===== config.mk =====
export PLATFORM = sky130hd
export DESIGN_NAME = jaf_device_flat
export DESIGN_NICKNAME = d
export VERILOG_FILES = /design/src/rtl/jaf_pkg.sv /design/src/rtl/jaf_link_if.sv /design/src/rtl/jaf_device.sv /design/src/flat_wrapper.sv
export SDC_FILE = /design/constraint.sdc
export NUM_CORES = 1
export LEC_CHECK = 0
export ABC_CLOCK_PERIOD_IN_PS = 3350
export BUFFER_PORTS_ARGS = -buffer_cell sky130_fd_sc_hd__buf_2
export CAP_MARGIN = 20
export CORE_UTILIZATION = 30
export CTS_CLUSTER_SIZE = 20
export DETAILED_ROUTE_END_ITERATION = 12
export GPL_TIMING_DRIVEN = 0
export SLEW_MARGIN = 40
export SYNTH_ARGS = -nofsm -noshare
export SYNTH_HDL_FRONTEND = slang
export SYNTH_SLANG_ARGS = --single-unit

===== constraint.sdc =====
create_clock -name i_mclk -period 3.35 [get_ports i_mclk]
set_input_delay 0.335 -clock i_mclk [delete_from_list [all_inputs] [get_ports i_mclk]]
set_output_delay 0.335 -clock i_mclk [all_outputs]
set_load 0.005 [all_outputs]

===== src/rtl/jaf_pkg.sv =====
// constants shared by the jitter attenuator fifo and its line-side source
// assumes one system clock i_mclk at 125 MHz; link clocks are sampled as pins
package jaf_pkg;
  localparam int unsigned DEPTH = 16;
  localparam int unsigned PTR_W = 4;
  localparam logic [3:0] WR_RESET_PTR = 4'h0;
  localparam logic [3:0] RD_RESET_PTR = 4'h7;
  localparam logic [3:0] HALF_SEP = 4'h8;
  localparam int unsigned OSC_DIV = 4;
  localparam logic [1:0] OSC_DIV_LAST = 2'h3;
  localparam int unsigned STEP_W = 3;
  localparam logic [2:0] STEP_MIN = 3'h0;
  localparam logic [2:0] STEP_MID = 3'h2;
  localparam logic [2:0] STEP_MAX = 3'h4;
  localparam logic [7:0] BASE_PERIOD = 8'h14;
  localparam logic [9:0] UPDATE_TICKS = 10'h3ff;
  localparam logic [7:0] SRC_HALF_PERIOD = 8'h28;
  localparam logic [4:0] INVALID_BITS = 5'h10;
  function automatic logic [3:0] jaf_sep(input logic [3:0] wr, input logic [3:0] rd);
    jaf_sep = wr - rd;
  endfunction
endpackage


===== src/rtl/jaf_link_if.sv =====
// pins between line-side source and elastic fifo device
// assumes both ends run on the same i_mclk; clocks here are plain pin levels
`timescale 1ns/1ps
interface jaf_link_if;
  logic input_clock;
  logic data_in;
  logic alternate_read_clock;
  logic read_source_alt;
  logic pointer_reset_n;
  logic flag_clear_n;
  logic output_clock;
  logic data_out;
  logic slip_error_flag;
  logic oscillator_monitor_out;
  modport device (
    input input_clock, data_in, alternate_read_clock, read_source_alt,
    input pointer_reset_n, flag_clear_n,
    output output_clock, data_out, slip_error_flag, oscillator_monitor_out
  );
  modport source (
    output input_clock, data_in, alternate_read_clock, read_source_alt,
    output pointer_reset_n, flag_clear_n,
    input output_clock, data_out, slip_error_flag, oscillator_monitor_out
  );
endinterface


===== src/rtl/jaf_device.sv =====
// elastic store jitter attenuator: 16-bit fifo, steered oscillator, flags
// assumes link pins are asynchronous to i_mclk and are synchronised here
//
// What this block does
// - flag clear low returns error flag low
// - pointer reset low reinitialises both pointers
// - monitor output off during pointer reset
// - select low: oscillator reads and makes clock
// - select high: alternate clock advances read pointer
// - input bit captured on input clock fall
// - alternate mode: output clock follows alternate clock
// - flag high on overflow/underflow, sticky
// - data out stable at output clock rise
// - monitor output is oscillator divided four
// - no input clock: steer toward an end
// - read overtaking write is an error
// - absorb at least seven unit intervals
// - centred oscillator keeps pointers half apart
// - slaves select alternate, share pointer reset
// - system pulses pointer reset after startup
// - system then pulses flag clear
// - slave clock from master or preceding
// - reset pointers to first and eighth
// - oscillator runs, output clock low
// - slip loses sixteen bits, then relocks
// - periodic update holds fifo half full
`timescale 1ns/1ps
module jaf_device (
  input wire logic i_mclk,
  input wire logic i_reset,
  jaf_link_if.device link,
  output logic o_output_clock,
  output logic o_slip_error_flag,
  output logic [jaf_pkg::STEP_W-1:0] o_osc_step
);
  import jaf_pkg::*;
  // three-stage synchronisers; a change counts when stages two and three agree
  logic [2:0] ck_s, dt_s, ac_s, sel_s, pr_s, fc_s;
  logic ck_f, ac_f, sel_f, pr_f, fc_f;
  always_ff @(posedge i_mclk) begin
    if (i_reset) begin
      ck_s <= 3'h0; dt_s <= 3'h0; ac_s <= 3'h0;
      sel_s <= 3'h0; pr_s <= 3'h0; fc_s <= 3'h7;
    end else begin
      ck_s <= {ck_s[1:0], link.input_clock};
      dt_s <= {dt_s[1:0], link.data_in};
      ac_s <= {ac_s[1:0], link.alternate_read_clock};
      sel_s <= {sel_s[1:0], link.read_source_alt};
      pr_s <= {pr_s[1:0], link.pointer_reset_n};
      fc_s <= {fc_s[1:0], link.flag_clear_n};
    end
  end
  // filtered levels: update only when stages two and three agree
  // so a pin that settles again within one clock is never seen as an edge
  always_ff @(posedge i_mclk) begin
    if (i_reset) begin
      ck_f <= 1'b0; ac_f <= 1'b0; sel_f <= 1'b0; pr_f <= 1'b0; fc_f <= 1'b1;
    end else begin
      if (ck_s[1] == ck_s[2]) ck_f <= ck_s[2];
      if (ac_s[1] == ac_s[2]) ac_f <= ac_s[2];
      if (sel_s[1] == sel_s[2]) sel_f <= sel_s[2];
      if (pr_s[1] == pr_s[2]) pr_f <= pr_s[2];
      if (fc_s[1] == fc_s[2]) fc_f <= fc_s[2];
    end
  end
  logic ck_last_q, ac_last_q;
  always_ff @(posedge i_mclk) begin
    if (i_reset) begin
      ck_last_q <= 1'b0;
      ac_last_q <= 1'b0;
    end else begin
      ck_last_q <= ck_f;
      ac_last_q <= ac_f;
    end
  end
  wire wr_fall = ck_last_q && !ck_f;
  wire ac_rise = !ac_last_q && ac_f;
  wire ac_fall = ac_last_q && !ac_f;
  wire ptr_rst = !pr_f;
  // steered oscillator: period shrinks as the step rises; runs through pointer reset
  // limitation: the five steps bound the range of input rates that can be tracked
  logic [7:0] osc_cnt_q;
  logic osc_tick_q;
  logic [2:0] step_q;
  wire [7:0] osc_period = BASE_PERIOD - {5'h00, step_q};
  always_ff @(posedge i_mclk) begin
    if (i_reset) begin
      osc_cnt_q <= 8'h00;
      osc_tick_q <= 1'b0;
    end else if (osc_cnt_q >= osc_period) begin
      osc_cnt_q <= 8'h00;
      osc_tick_q <= 1'b1;
    end else begin
      osc_cnt_q <= osc_cnt_q + 8'h01;
      osc_tick_q <= 1'b0;
    end
  end
  // divide by four: two ticks per half period of the read clock
  logic [1:0] div_q;
  logic osc_clk_q;
  always_ff @(posedge i_mclk) begin
    if (i_reset) begin
      div_q <= 2'h0;
      osc_clk_q <= 1'b0;
    end else if (osc_tick_q) begin
      div_q <= div_q + 2'h1;
      if (div_q[0]) osc_clk_q <= ~osc_clk_q;
    end
  end
  logic osc_last_q;
  always_ff @(posedge i_mclk) begin
    if (i_reset) osc_last_q <= 1'b0;
    else osc_last_q <= osc_clk_q;
  end
  wire osc_rise = !osc_last_q && osc_clk_q;
  wire osc_fall = osc_last_q && !osc_clk_q;
  // read source select; alternate source in slave role
  wire rd_rise = sel_f ? ac_rise : osc_rise;
  wire rd_fall = sel_f ? ac_fall : osc_fall;
  // fifo storage and pointers
  logic [DEPTH-1:0] mem_q;
  logic [3:0] wr_q, rd_q;
  logic [4:0] bad_q;
  logic dout_q, oclk_q, mon_q, flag_q;
  wire [3:0] sep = jaf_sep(wr_q, rd_q);
  // write side: a full ring with one more write is overflow; read meeting write underflows
  // equal pointers mean empty, so the ring holds at most fifteen unread bits
  wire ovf = wr_fall && (jaf_sep(wr_q + 4'h1, rd_q) == 4'h0);
  wire unf = rd_fall && (sep == 4'h0);
  always_ff @(posedge i_mclk) begin
    if (i_reset) begin
      mem_q <= '0;
    end else if (wr_fall && !ptr_rst) begin
      mem_q[wr_q] <= dt_s[2];
    end
  end
  // pointer reset and slips both put the pointers back to first and eighth, nine unread bits apart
  always_ff @(posedge i_mclk) begin
    if (i_reset || ptr_rst) begin
      wr_q <= WR_RESET_PTR;
      rd_q <= RD_RESET_PTR;
    end else if (ovf || unf) begin
      wr_q <= WR_RESET_PTR; // slip drops held bits and recentres
      rd_q <= RD_RESET_PTR;
    end else begin
      if (wr_fall) wr_q <= wr_q + 4'h1;
      if (rd_fall) rd_q <= rd_q + 4'h1;
    end
  end
  // after underflow the next sixteen bits read are counted as invalid
  always_ff @(posedge i_mclk) begin
    if (i_reset || ptr_rst) bad_q <= 5'h00;
    else if (unf) bad_q <= INVALID_BITS;
    else if (rd_fall && bad_q != 5'h00) bad_q <= bad_q - 5'h01;
  end
  // data changes on the falling read edge so it is settled at the rise
  // bits read while the invalid count runs are forced low, so stale ring
  // contents after an underflow never pass as fresh data
  always_ff @(posedge i_mclk) begin
    if (i_reset || ptr_rst) dout_q <= 1'b0;
    else if (rd_fall && bad_q != 5'h00) dout_q <= 1'b0;
    else if (rd_fall) dout_q <= mem_q[rd_q];
  end
  // output clock: oscillator or alternate clock, low during pointer reset
  always_ff @(posedge i_mclk) begin
    if (i_reset || ptr_rst) oclk_q <= 1'b0;
    else if (sel_f) oclk_q <= ac_f;
    else oclk_q <= osc_clk_q;
  end
  always_ff @(posedge i_mclk) begin
    if (i_reset || ptr_rst) mon_q <= 1'b0;
    else mon_q <= osc_clk_q;
  end
  // sticky slip flag; a slip in the clear cycle still sets it
  always_ff @(posedge i_mclk) begin
    if (i_reset) flag_q <= 1'b0;
    else if (ovf || unf) flag_q <= 1'b1;
    else if (!fc_f) flag_q <= 1'b0;
  end
  // periodic steering toward half full; no input clock drifts the step to one end
  // while a reversed pointer relation after reset drifts it to the other
  // one step per update keeps the loop slow, so jitter is absorbed, not tracked
  logic [9:0] upd_q;
  always_ff @(posedge i_mclk) begin
    if (i_reset) begin
      upd_q <= 10'h000;
      step_q <= STEP_MID;
    end else if (ptr_rst) begin
      upd_q <= 10'h000; // oscillator keeps its last setting
    end else if (upd_q == UPDATE_TICKS) begin
      upd_q <= 10'h000;
      // half separation gives full margin both ways
      // free room ahead of the write pointer below half: read faster, and the
      // other way round; sep counts unread bits, so the room is what sep leaves
      if (sep > HALF_SEP && step_q != STEP_MAX) begin
        step_q <= step_q + 3'h1;
      end else if (sep < HALF_SEP && step_q != STEP_MIN) begin
        step_q <= step_q - 3'h1;
      end
    end else begin
      upd_q <= upd_q + 10'h001;
    end
  end
  assign link.output_clock = oclk_q;
  assign link.data_out = dout_q;
  assign link.slip_error_flag = flag_q;
  assign link.oscillator_monitor_out = mon_q;
  assign o_output_clock = oclk_q;
  assign o_slip_error_flag = flag_q;
  assign o_osc_step = step_q;
endmodule


===== src/flat_wrapper.sv =====
// flat-port wrapper written by rule: the top's interface ports become plain ports
module jaf_device_flat import jaf_pkg::*;
  (i_mclk, i_reset, o_output_clock, o_slip_error_flag, o_osc_step, link_input_clock, link_data_in, link_alternate_read_clock, link_read_source_alt, link_pointer_reset_n, link_flag_clear_n, link_output_clock, link_data_out, link_slip_error_flag, link_oscillator_monitor_out);
  jaf_link_if link_i ();
  input wire logic i_mclk;
  input wire logic i_reset;
  output logic o_output_clock;
  output logic o_slip_error_flag;
  output logic [jaf_pkg::STEP_W-1:0] o_osc_step;
  input wire logic [$bits(link_i.input_clock)-1:0] link_input_clock;
  input wire logic [$bits(link_i.data_in)-1:0] link_data_in;
  input wire logic [$bits(link_i.alternate_read_clock)-1:0] link_alternate_read_clock;
  input wire logic [$bits(link_i.read_source_alt)-1:0] link_read_source_alt;
  input wire logic [$bits(link_i.pointer_reset_n)-1:0] link_pointer_reset_n;
  input wire logic [$bits(link_i.flag_clear_n)-1:0] link_flag_clear_n;
  output wire logic [$bits(link_i.output_clock)-1:0] link_output_clock;
  output wire logic [$bits(link_i.data_out)-1:0] link_data_out;
  output wire logic [$bits(link_i.slip_error_flag)-1:0] link_slip_error_flag;
  output wire logic [$bits(link_i.oscillator_monitor_out)-1:0] link_oscillator_monitor_out;
  assign link_i.input_clock = link_input_clock;
  assign link_i.data_in = link_data_in;
  assign link_i.alternate_read_clock = link_alternate_read_clock;
  assign link_i.read_source_alt = link_read_source_alt;
  assign link_i.pointer_reset_n = link_pointer_reset_n;
  assign link_i.flag_clear_n = link_flag_clear_n;
  assign link_output_clock = link_i.output_clock;
  assign link_data_out = link_i.data_out;
  assign link_slip_error_flag = link_i.slip_error_flag;
  assign link_oscillator_monitor_out = link_i.oscillator_monitor_out;
  jaf_device u_core (.i_mclk(i_mclk), .i_reset(i_reset), .link(link_i), .o_output_clock(o_output_clock), .o_slip_error_flag(o_slip_error_flag), .o_osc_step(o_osc_step));
endmodule

=== After elaboration in Yosys (flattened, before gate mapping) ===
Index checks and enable logic that the tools add are counted.

* Register bits after elaboration: 84
* Latch bits: 0
* Memory bits (writable): 0
* Bits in read-only memories: 0
* Output and inout port bits: 9
* Word-level logic and storage cells: 99
* Memories kept: 0

* $add $sub $neg: 11
* Multipliers: 0
* Div/mod/pow operators: 0
* Order comparisons: 6
* Equal/unequal tests: 8
* Shift operators: 0
* Multiplexer cells: 14
* Bitwise logic cells: 2
* Reductions and logical operators: 29

{| class="wikitable"
|+ Operators by type and width
! kind !! count
|-
| bitwise mux 16 bit || 1
|-
| adder 10 x 1 -> 10 bit (second input constant) || 1
|-
| equality test 10 bit (second input constant) || 1
|-
| logical AND 1 bit || 10
|-
| less-than comparator 4 x 5 -> 1 bit (second input constant) || 2
|-
| two-way mux 5 bit || 2
|-
| adder 4 x 1 -> 4 bit (second input constant) || 2
|-
| adder 8 x 1 -> 8 bit (second input constant) || 1
|-
| >= comparator 8 bit || 1
|-
| logical NOT 4 bit || 2
|-
| OR reduction 2 bit || 4
|-
| subtractor 4 bit || 2
|-
| two-way mux 1 bit || 7
|-
| two-way mux 3 bit || 2
|-
| subtractor 5 x 3 -> 6 bit (first input constant) || 1
|-
| equality test 1 bit || 5
|-
| nonzero test 5 bit || 1
|-
| subtractor 5 x 1 -> 5 bit (second input constant) || 1
|-
| binary-select mux 1 bit (select 4 bit) || 1
|-
| demux 1 bit (select 4 bit) || 1
|-
| >= comparator 4 x 1 -> 1 bit (second input constant) || 1
|-
| > comparator 4 bit (second input constant) || 1
|-
| logical NOT 1 bit || 4
|-
| less-than comparator 4 bit (second input constant) || 1
|-
| 12 further kinds || 15
|}

=== Longest topological paths before layout ===
Gate-level depths: netlist of run 1.

* Word-level depth: 6
* Depth in mapped cells: 11
* Mapped depth without buffers: 11

=== Least setup slack after synthesis of run 1 ===
No wires, ideal clock.

* Kind: flip-flop to flip-flop
* Start: register u_core.rd_q[2]
* End: register u_core.step_q[2], in the netlist u_core.o_osc_step[2]
* Arrival time: 2714 ps
* Required time: 3227 ps
* Path slack: 513 ps
* Cell stages (with the launch flop): 11
* Buffers on the path: 0
* Period minus slack after synthesis: 2837 ps
* Cells stage by stage: dfxtp_1 inv_1 ha_1 a21o_1 a31oi_1 xor2_2 or3_1 fa_1 nor4b_2 mux2i_1 mux2_1

* Cells in the longest elaborated chain, start to end: 5

{| class="wikitable"
|+ Ends and longest elaborated chain
! what !! RTL line !! text
|-
| start, declared || jaf_device.sv:122 || <nowiki>logic [3:0] wr_q, rd_q;</nowiki>
|-
| start signal, assigned || jaf_device.sv:147 || <nowiki>if (rd_fall) rd_q <= rd_q + 4'h1;</nowiki>
|-
| subtractor 4 bit (*) || jaf_pkg.sv:20 || <nowiki>jaf_sep = wr - rd;</nowiki>
|-
| less-than comparator 4 bit or > comparator 4 bit (tied branches) || jaf_device.sv:197, jaf_device.sv:195 ||
|-
| logical AND 1 bit (on tied branches) || jaf_device.sv:197, jaf_device.sv:195 ||
|-
| nonzero test 2 bit (no line) || n/a ||
|-
| AND reduction 3 bit (no line) || n/a ||
|-
| end signal, assigned || jaf_device.sv:196 || <nowiki>step_q <= step_q + 3'h1;</nowiki>
|-
| end signal, assigned || jaf_device.sv:198 || <nowiki>step_q <= step_q - 3'h1;</nowiki>
|-
| end, declared || jaf_device.sv:84 || <nowiki>logic [2:0] step_q;</nowiki>
|}

Every way passes the cells marked *; elsewhere a longest branch is shown, timed or not.
A chain may end at the register's enable or synchronous reset.

=== Worst setup path in the final report of run 1 ===
Same ends and word-level chain as after synthesis.

==> impl_metrics.ini, run 1 <==
[floorplanning]
rows = 40
io_pins = 17
start_util = 0.312
core_sq_mm = 0.0122
die_y_um = 114
die-area_sq_mm = 0.0131
die-width_um = 114

[layout]
drive_above_1_share = 0.115
area_delta_synth_final_pct = 16.0
final_nets = 472
antenna_cells = 0

[sta]
fin_setup_tns_ns = 0
tightest_slew_ns = 0.622
period_share = 0.937
setup_slack_ns = 0.211
hold_viol = 0
rsz0062_at_grt = false
maxSlewHeadroom = 0.584
clock.fmax_ghz = 0.319
drv_slew = 0
skew_ns = 0.00729
period_minus_slack_ns = 3.14
setup_viol = 0

[critical_path]
endpoint_kind = flip-flop
cp.arrival_ns = 3.36
cp-endpoint = u_core.o_osc_step[2]
r2r_start = u_core.rd_q[2]
crit_start = u_core.rd_q[2]
rrSetupSlack_ns = 0.21
startpoint_type = flip-flop
crit_fanout = 6
r2r-end = u_core.o_osc_step[2]
reg2reg_depth = 10
worstSetupPathType = reg -> reg
worstPathRequired_ns = 3.57

[clock_network]
numCtsBuffers = 9
path_clk_slew_ns = 0.07
cts.repair.resized = 0
cts.path.max_buffers = 2
cts_tree = built
worstSkewPairLatency_ns = 0.33
cts-root-buf = clkbuf_16
htree_levels = 3
cts.sinks = 83
hold_buffers = 0
postCtsSetupBuffers = 0

[detailed_routing]
firstDrtPassIters = 4
wire_per_inst_um = 12.0
routed_wl_um = 7290
ant_nets = 0
vias_per_cell = 4.58
vias = 2796
drc = 0
drt-initial-drc-count = 109

[grt]
grt_usage = 0.120
antenna_found_initial = 0
grt_max_degree = 16
grt_overflow = 0
first_global_vias = 2718
grt_pass1_wl_um = 12500

[placement]
gp_congestion = 0.742
pre_cts_ws_ns = 0.212
post-dp-hpwl_um = 5300
port-buffer-count = 16

[power_and_ir_drop]
power_density_mw_per_mm2 = 467
max-vdd-ir-drop_uv = 243
leakagePower_uw = 0.00169

[yosys]
ys_ff_latch = 83
synth_area_sq_mm = 0.00380
synth.distinct_cells = 50
netlist_instances = 409
yosys_warnings = 0
synth_edf_count = 0
postSynthAreaPerCell_sq_um = 9.28
synthArstFlopShare = 0
synthFlopType = dfxtp_1
yosysSeqAreaShare = 0.438

[flow_run]
maxCapViolations = 0

[run_status]
status = finished, final reports clean

[worst_hold_path]
hp-class = in -> reg
-- critical path, cell delays in order (launching register included) --
cell and delay (ns):
dfxtp_1 0.47, inv_1 0.16, ha_1 0.37, a21o_1 0.16, a31oi_1 0.22, xor2_2 0.19
or3_1 0.40, fa_1 0.39, nor4b_2 0.17, mux2i_1 0.17, mux2_1 0.33
-- layer usage --
| metal | wire (um) | vias up | global-route usage | share of wire |
|---|---|---|---|---|
| li1 | - | 1448 | - | - |
| met1 | 3600 | 1310 | 0.150 | 0.49 |
| met2 | 3450 | 36 | 0.203 | 0.47 |
| met3 | 218 | 2 | 0.0286 | 0.030 |
| met4 | 24 | 0 | 0.0398 | 0.0033 |
| met5 | 0 | - | 0 | 0 |
-- cell type report --
cell class / count / area (sq um)
Buffer: 14 / 62.6
Clock buffer: 10 / 239
Clock inverter: 6 / 71.3
Fill cell: 1204 / 7760
Inverter: 16 / 60.1
Multi-Input combinational cell: 297 / 2020
Sequential cell: 83 / 1660
Tap cell: 168 / 210
Timing Repair Buffer: 16 / 80.1
-- state kept, by name, summed over array words and instances (netlist names), 3 cells and up --
name / flops
u_core.wr_q: 4
u_core.bad_q: 5
u_core.fc_s: 3
u_core.pr_s: 3
u_core.ac_s: 3
u_core.sel_s: 3
u_core.upd_q: 10
u_core.mem_q: 16
u_core.rd_q: 4
u_core.ck_s: 3
u_core.o_osc_step: 3
u_core.osc_cnt_q: 8
u_core.dt_s: 3
-- worst min-delay path by stage --
stage / end / startpoint / cells after the start
3_5_place_dp: u_core.fc_s[1] / u_core.fc_s[0] / 1
3_3_place_gp: u_core.fc_s[1] / u_core.fc_s[0] / 1
6_report: u_core.fc_s[0] / link_flag_clear_n / 2
2_1_floorplan: u_core.fc_s[1] / u_core.fc_s[0] / 1
4_1_cts: u_core.fc_s[0] / link_flag_clear_n / 2
5_1_grt: u_core.fc_s[0] / link_flag_clear_n / 2
-- where the power goes --
part           internal [uW]  switching [uW]  leakage, uW
clock network            604             406     0.000146
logic                   16.4            22.7     0.000871
registers               1000            6.63     0.000673
total                   1620             435      0.00169
-- placed cells by master, fill, tap and decap left out, types with 5 or more instances in the layout --
cell type  instances
a2111oi_0          6
a21o_1             5
a21oi_1           22
buf_2             18
clkbuf_1          10
clkbuf_16          9
dfxtp_1           82
ha_1              24
inv_1             16
mux2i_1            8
nand2_1           39
nand2b_1           5
nand3_1           11
nand4_1            5
nor2_1            47
nor2b_1           20
nor3_1            13
o21ai_0           18
xnor2_1           10
xor2_1            16
-- cell families (layout without fill, tap and decap cells) --
| logic type | Yosys count | after routing | share of synthesized area |
|---|---|---|---|
| buffers and inverters | 30 | 62 | 0.0323 |
| multiplexers | 15 | 15 | 0.0537 |
| other | 1 | 2 | 0.000988 |
| AO/OA/AOI/OAI | 63 | 63 | 0.0995 |
| adder cells (fa/ha/maj) | 27 | 27 | 0.0949 |
| XOR/XNOR | 28 | 28 | 0.0686 |
| AND/OR/NAND/NOR | 162 | 162 | 0.212 |
| flip-flops | 83 | 83 | 0.438 |
-- per-stage QoR --
stage           util  area, sq um  hold slack, ns  total power (uW)  cells
6_report       0.362         4400           0.183              2060    610
3_3_place_gp   0.336         4090           0.402              1070    594
4_1_cts        0.362         4400           0.177              2080    610
2_1_floorplan      -         3800           0.389              1060    410
3_5_place_dp   0.336         4090           0.398              1070    594
5_1_grt        0.362         4400           0.179              2140    610
-- Yosys cell counts (2+ instances only) --
master,n,share of area
dfxtp_1,83,0.44
nor2_1,47,0.046
nand2_1,39,0.039
ha_1,24,0.079
a21oi_1,22,0.029
nor2b_1,20,0.033
o21ai_0,18,0.024
inv_1,16,0.016
xor2_1,16,0.037
nor3_1,13,0.017
nand3_1,11,0.015
clkbuf_1,10,0.0099
xnor2_1,10,0.023
mux2i_1,8,0.021
a2111oi_0,6,0.014
a21o_1,5,0.0099
nand2b_1,5,0.0082
nand4_1,5,0.0082
and2_1,4,0.0066
mux4_2,4,0.024
a211oi_1,3,0.0059
fa_1,3,0.016
or2_2,3,0.0049
a31oi_1,2,0.0033
and3_1,2,0.0033
buf_2,2,0.0026
buf_4,2,0.0040
mux2_1,2,0.0059
nor4b_1,2,0.0046
o21bai_1,2,0.0040
No activity file was read; power rests on OpenSTA's default activity.
==> inputs of run 2 (changes only) <==
--- a/config.mk
+++ b/config.mk
@@ -8,10 +8,11 @@
 export ABC_CLOCK_PERIOD_IN_PS = 3350
 export BUFFER_PORTS_ARGS = -buffer_cell sky130_fd_sc_hd__buf_2
 export CAP_MARGIN = 20
-export CORE_UTILIZATION = 30
+export CORE_UTILIZATION = 52
 export CTS_CLUSTER_SIZE = 20
 export DETAILED_ROUTE_END_ITERATION = 12
 export GPL_TIMING_DRIVEN = 0
+export PLACE_DENSITY = 0.69
 export SLEW_MARGIN = 40
 export SYNTH_ARGS = -nofsm -noshare
 export SYNTH_HDL_FRONTEND = slang
==> run 2 against run 1 <==
  * Critical path depth unchanged
  * Combinational power down 1%
  * Via count up 1.6%
  * Setup slack better by 0.036 ns
  * Clock power down 32%
  * Routed wire length down 5.4%
  * Clock-buffer cell count up 2
  * Power down 16%
  * Non-clock buffer count unchanged
==> impl_metrics.ini, run 2 (same netlist as run 1, synthesis figures left out) <==
[clock_network]
postCtsSetupBuffers = 0
hold_buffers = 0
worstSkewPairLatency_ns = 0.35
path_clk_slew_ns = 0.08
cts-root-buf = clkbuf_8
cts.path.max_buffers = 2
cts.sinks = 83
numCtsBuffers = 9
cts.repair.resized = 0
cts_tree = built
htree_levels = 3

[critical_path]
critical_path_buf_inv_count = 1
path_cells = inv_1 > ha_1 > a21o_1 > a31oi_1 > xor2_2 > or3_1 > fa_1 > nor4b_2 > mux2i_1 > mux2_1
crit_family = adder cells
max_stage_delay_ns = 0.47
rrSetupSlack_ns = 0.25
cp.arrival_ns = 3.34
slowest_stage = dfxtp_1
worstSetupPathType = reg -> reg
crit_fanout = 6
startpoint_type = flip-flop
worstPathRequired_ns = 3.59
endpoint_kind = flip-flop

[floorplanning]
die-width_um = 87.4
io_pins = 17
rows = 30
die_y_um = 87.4
start_util = 0.550
die-area_sq_mm = 0.00765
core_sq_mm = 0.00691

[grt]
first_global_vias = 2734
grt_overflow = 0
grt_pass1_wl_um = 12200
grt_max_degree = 15
antenna_found_initial = 0
grt_usage = 0.207

[sta]
drv_slew = 0
period_share = 0.926
period_minus_slack_ns = 3.10
skew_ns = 0.0114
rsz0062_at_grt = false
maxSlewHeadroom = 0.625
setup_viol = 0
hold_viol = 0
fin_setup_tns_ns = 0
tightest_slew_ns = 0.561
clock.fmax_ghz = 0.322

[detailed_routing]
routed_wl_um = 6900
vias = 2840
ant_nets = 0
drt-initial-drc-count = 90
drc = 0
firstDrtPassIters = 4
vias_per_cell = 5.28
wire_per_inst_um = 12.8

[power_and_ir_drop]
p_switching_uw = 385
power_density_mw_per_mm2 = 413
max-vdd-ir-drop_uv = 282
p_sw_frac = 0.222
pwr-share-clk = 0.398
seqPwrFrac = 0.580
p_comb_frac = 0.022
internal_power_uw = 1350
leakagePower_uw = 0.00165

[worst_hold_path]
hp-class = in -> reg

[layout]
final_common_cell = dfxtp_1
final_cell_mix = dfxtp_1 (83), nor2_1 (47), nand2_1 (39)
final_nets = 472
top_regs = u_core.mem_q x16, u_core.upd_q x10, u_core.osc_cnt_q x8
regMostFlops = u_core.mem_q
largest_reg_flops = 16
antenna_cells = 0
drive_above_1_share = 0.113
finalNonFillerCells = 538
area_delta_synth_final_pct = 10.5

[flow_run]
maxCapViolations = 0

[placement]
gp_congestion = 0.745
port-buffer-count = 16
post-dp-hpwl_um = 5030
dp.cells = 522

[run_status]
status = finished, final reports clean
-- run 2: area by class of cell --
| cell class | instances | area, sq um |
|---|---|---|
| Clock inverter | 4 | 31.3 |
| Fill cell | 636 | 2710 |
| Buffer | 14 | 62.6 |
| Clock buffer | 12 | 165 |
| Tap cell | 96 | 120 |
| Inverter | 16 | 60.1 |
| Timing Repair Buffer | 16 | 80.1 |
| Multi-Input combinational cell | 297 | 2020 |
| Sequential cell | 83 | 1660 |
-- run 2: path summary, 6_finish.rpt --
kind,startpoint,endpoint,cells past startpoint
setup / recovery,u_core.rd_q[2],u_core.o_osc_step[2],10
hold / removal,link_flag_clear_n,u_core.fc_s[0],2
hold reg to reg,u_core.fc_s[0],u_core.fc_s[1],1
setup reg to reg,u_core.rd_q[2],u_core.o_osc_step[2],10
-- run 2: power by group through the flow --
stage | combinational, uW | sequential [uW] | clock [uW]
floorplan | 27.3 | 1030 | 0
global placement | 38.0 | 1030 | 0
detailed placement | 38.9 | 1030 | 0
CTS | 38.9 | 1010 | 707
global route | 44.0 | 1010 | 756
finish | 38.6 | 1010 | 690
-- run 2: per-layer routing --
layer | wire [um] | up-vias | GRT usage
met5 | 0 | - | 0
met4 | 94 | 0 | 0.0671
met3 | 242 | 7 | 0.0540
met2 | 3170 | 38 | 0.343
met1 | 3390 | 1352 | 0.263
li1 | - | 1443 | -
-- run 2: stage by stage --
step | utilization | total power [uW] | cell area, sq um | setup slack (ns) | hold slack, ns
floorplan | - | 1060 | 3800 | 0.513 | 0.389
global placement | 0.579 | 1070 | 4000 | 0.266 | 0.400
detailed placement | 0.579 | 1070 | 4000 | 0.223 | 0.399
CTS | 0.608 | 1750 | 4200 | 0.232 | 0.166
global route | 0.608 | 1810 | 4200 | 0.0253 | 0.172
finish | 0.608 | 1740 | 4200 | 0.247 | 0.173
==> inputs of run 3 (changes only) <==
--- a/config.mk
+++ b/config.mk
@@ -12,7 +12,8 @@
 export CTS_CLUSTER_SIZE = 20
 export DETAILED_ROUTE_END_ITERATION = 12
 export GPL_TIMING_DRIVEN = 0
-export PLACE_DENSITY = 0.69
+export HOLD_SLACK_MARGIN = 0.08
+export PLACE_DENSITY = 0.65
 export SLEW_MARGIN = 40
 export SYNTH_ARGS = -nofsm -noshare
 export SYNTH_HDL_FRONTEND = slang
==> run 3 against run 2 <==
  * Core utilization grew 0.76 points
  * Combinational power grew 1%
  * Design area grew 1.3%
  * Critical path depth is the same
  * Critical endpoint unchanged
  * Largest power group unchanged
==> impl_metrics.ini, run 3 (same netlist as run 1, synthesis figures left out) <==
[clock_network]
cts.path.max_buffers = 2
worstSkewPairLatency_ns = 0.35
htree_levels = 3
cts-root-buf = clkbuf_8
cts.sinks = 83
hold_buffers = 0
postCtsSetupBuffers = 0
numCtsBuffers = 9
cts_tree = built
path_clk_slew_ns = 0.08

[sta]
tightest_slew_ns = 0.605
maxSlewHeadroom = 0.596
hold_viol = 0
fin_setup_tns_ns = 0
clock.fmax_ghz = 0.331
skew_ns = 0.0113
setup_viol = 0
period_minus_slack_ns = 3.02
drv_slew = 0
rsz0062_at_grt = false
period_share = 0.902

[grt]
grt_pass1_wl_um = 12200
grt_max_degree = 16
met1_usage = 0.261
first_global_vias = 2625
grt_usage = 0.209
use_met2 = 0.350
grt.busiest_layer = met2
antenna_found_initial = 0
use_met3 = 0.0408
grt_overflow = 0

[layout]
final_common_cell = dfxtp_1
final_cell_mix = dfxtp_1 (81), nor2_1 (47), nand2_1 (39)
drive_above_1_share = 0.118
final_nets = 472
top_regs = u_core.mem_q x16, u_core.upd_q x10, u_core.osc_cnt_q x8
finalNonFillerCells = 538
regMostFlops = u_core.mem_q
area_delta_synth_final_pct = 11.9
antenna_cells = 0
largest_reg_flops = 16

[critical_path]
cp.arrival_ns = 3.26
worstSetupPathType = reg -> reg
path_cells = inv_1 > ha_1 > a21o_1 > a31oi_1 > xor2_2 > or3_1 > fa_1 > nor4b_2 > mux2i_1 > mux2_1
r2r-end = u_core.o_osc_step[2]
worstPathRequired_ns = 3.59
r2r_start = u_core.rd_q[2]
rrSetupSlack_ns = 0.33
startpoint_type = flip-flop
crit_fanout = 6
crit_start = u_core.rd_q[2]
reg2reg_depth = 10
max_stage_delay_ns = 0.43
slowest_stage = dfxtp_2
cp-endpoint = u_core.o_osc_step[2]
endpoint_kind = flip-flop

[worst_hold_path]
hp-class = in -> reg

[detailed_routing]
vias = 2785
drt-initial-drc-count = 116
drc = 0
routed_wl_um = 7180
vias_per_cell = 5.18
ant_nets = 0
firstDrtPassIters = 4
wire_per_inst_um = 13.3

[power_and_ir_drop]
finalPower_uw = 1910
max-vdd-ir-drop_uv = 394
power_density_mw_per_mm2 = 450
leakagePower_uw = 0.00166

[placement]
port-buffer-count = 16
gp_congestion = 0.761
dp.cells = 522
post-dp-hpwl_um = 5210

[floorplanning]
core_sq_mm = 0.00691
die-area_sq_mm = 0.00765
rows = 30
start_util = 0.550
die_y_um = 87.4
io_pins = 17
die-width_um = 87.4

[flow_run]
maxCapViolations = 0

[run_status]
status = finished, final reports clean
==> run 3: cell types whose count changed in the layout (fill, tap and decap cells not counted), sizes merged <==
cell      change
bufinv        +3
clkbuf        -3
clkinv        -3
clkinvlp      +2
inv           +1
==> run 3: worst min-delay path by stage <==
stage / startpoint / end / depth (start not counted)
6_report: link_flag_clear_n / u_core.fc_s[0] / 2
5_1_grt: link_flag_clear_n / u_core.fc_s[0] / 2
4_1_cts: link_flag_clear_n / u_core.fc_s[0] / 2
3_5_place_dp: u_core.fc_s[0] / u_core.fc_s[1] / 1
3_3_place_gp: u_core.fc_s[0] / u_core.fc_s[1] / 1
2_1_floorplan: u_core.fc_s[0] / u_core.fc_s[1] / 1
==> run 3: metrics by stage <==
step	util	area, sq um	setup WS [ns]	hold WS [ns]
after floorplan	-	3800	0.513	0.389
after global placement	0.579	4000	0.222	0.393
after detailed placement	0.579	4000	0.192	0.412
after CTS	0.615	4250	0.151	0.161
after global routing	0.615	4250	0.101	0.164
final	0.615	4250	0.330	0.174
==> run 3: final cells by class <==
class | count | area [sq um]
multi-input combinational | 297 | 2020
clock buffer | 9 | 124
sequential | 83 | 1660
inverter | 16 | 60.1
clock inverter | 7 | 123
fill | 629 | 2660
timing repair buffer | 16 | 80.1
buffer | 14 | 62.6
tap | 96 | 120
==> run 3: metal layers <==
metal  up-vias  wire (um)
met5         -          0
met1      1298       3420
met2        34       3490
met3         9        161
li1       1444          -
met4         0        112
==> run 3: where the power goes <==
group          internal [uW]  switching [uW]
sequential              1000            7.29
clock                    500             368
combinational           16.4            22.6
==> run 3: repair_timing <==
item | in CTS | in global routing
endpoints found under the hold margin | 0 | 0
resized for setup | 0 | 2
endpoints found under the setup margin | 0 | 1
==> run 3: critical path, delay by kind of cell, from the launching register on <==
kind	cells	cell delay, ns
buf+inv	1	0.12
flops	1	0.43
simple gates	2	0.56
fa+ha+maj	2	0.74
compound gates	2	0.38
xor+xnor	1	0.19
mux	2	0.49
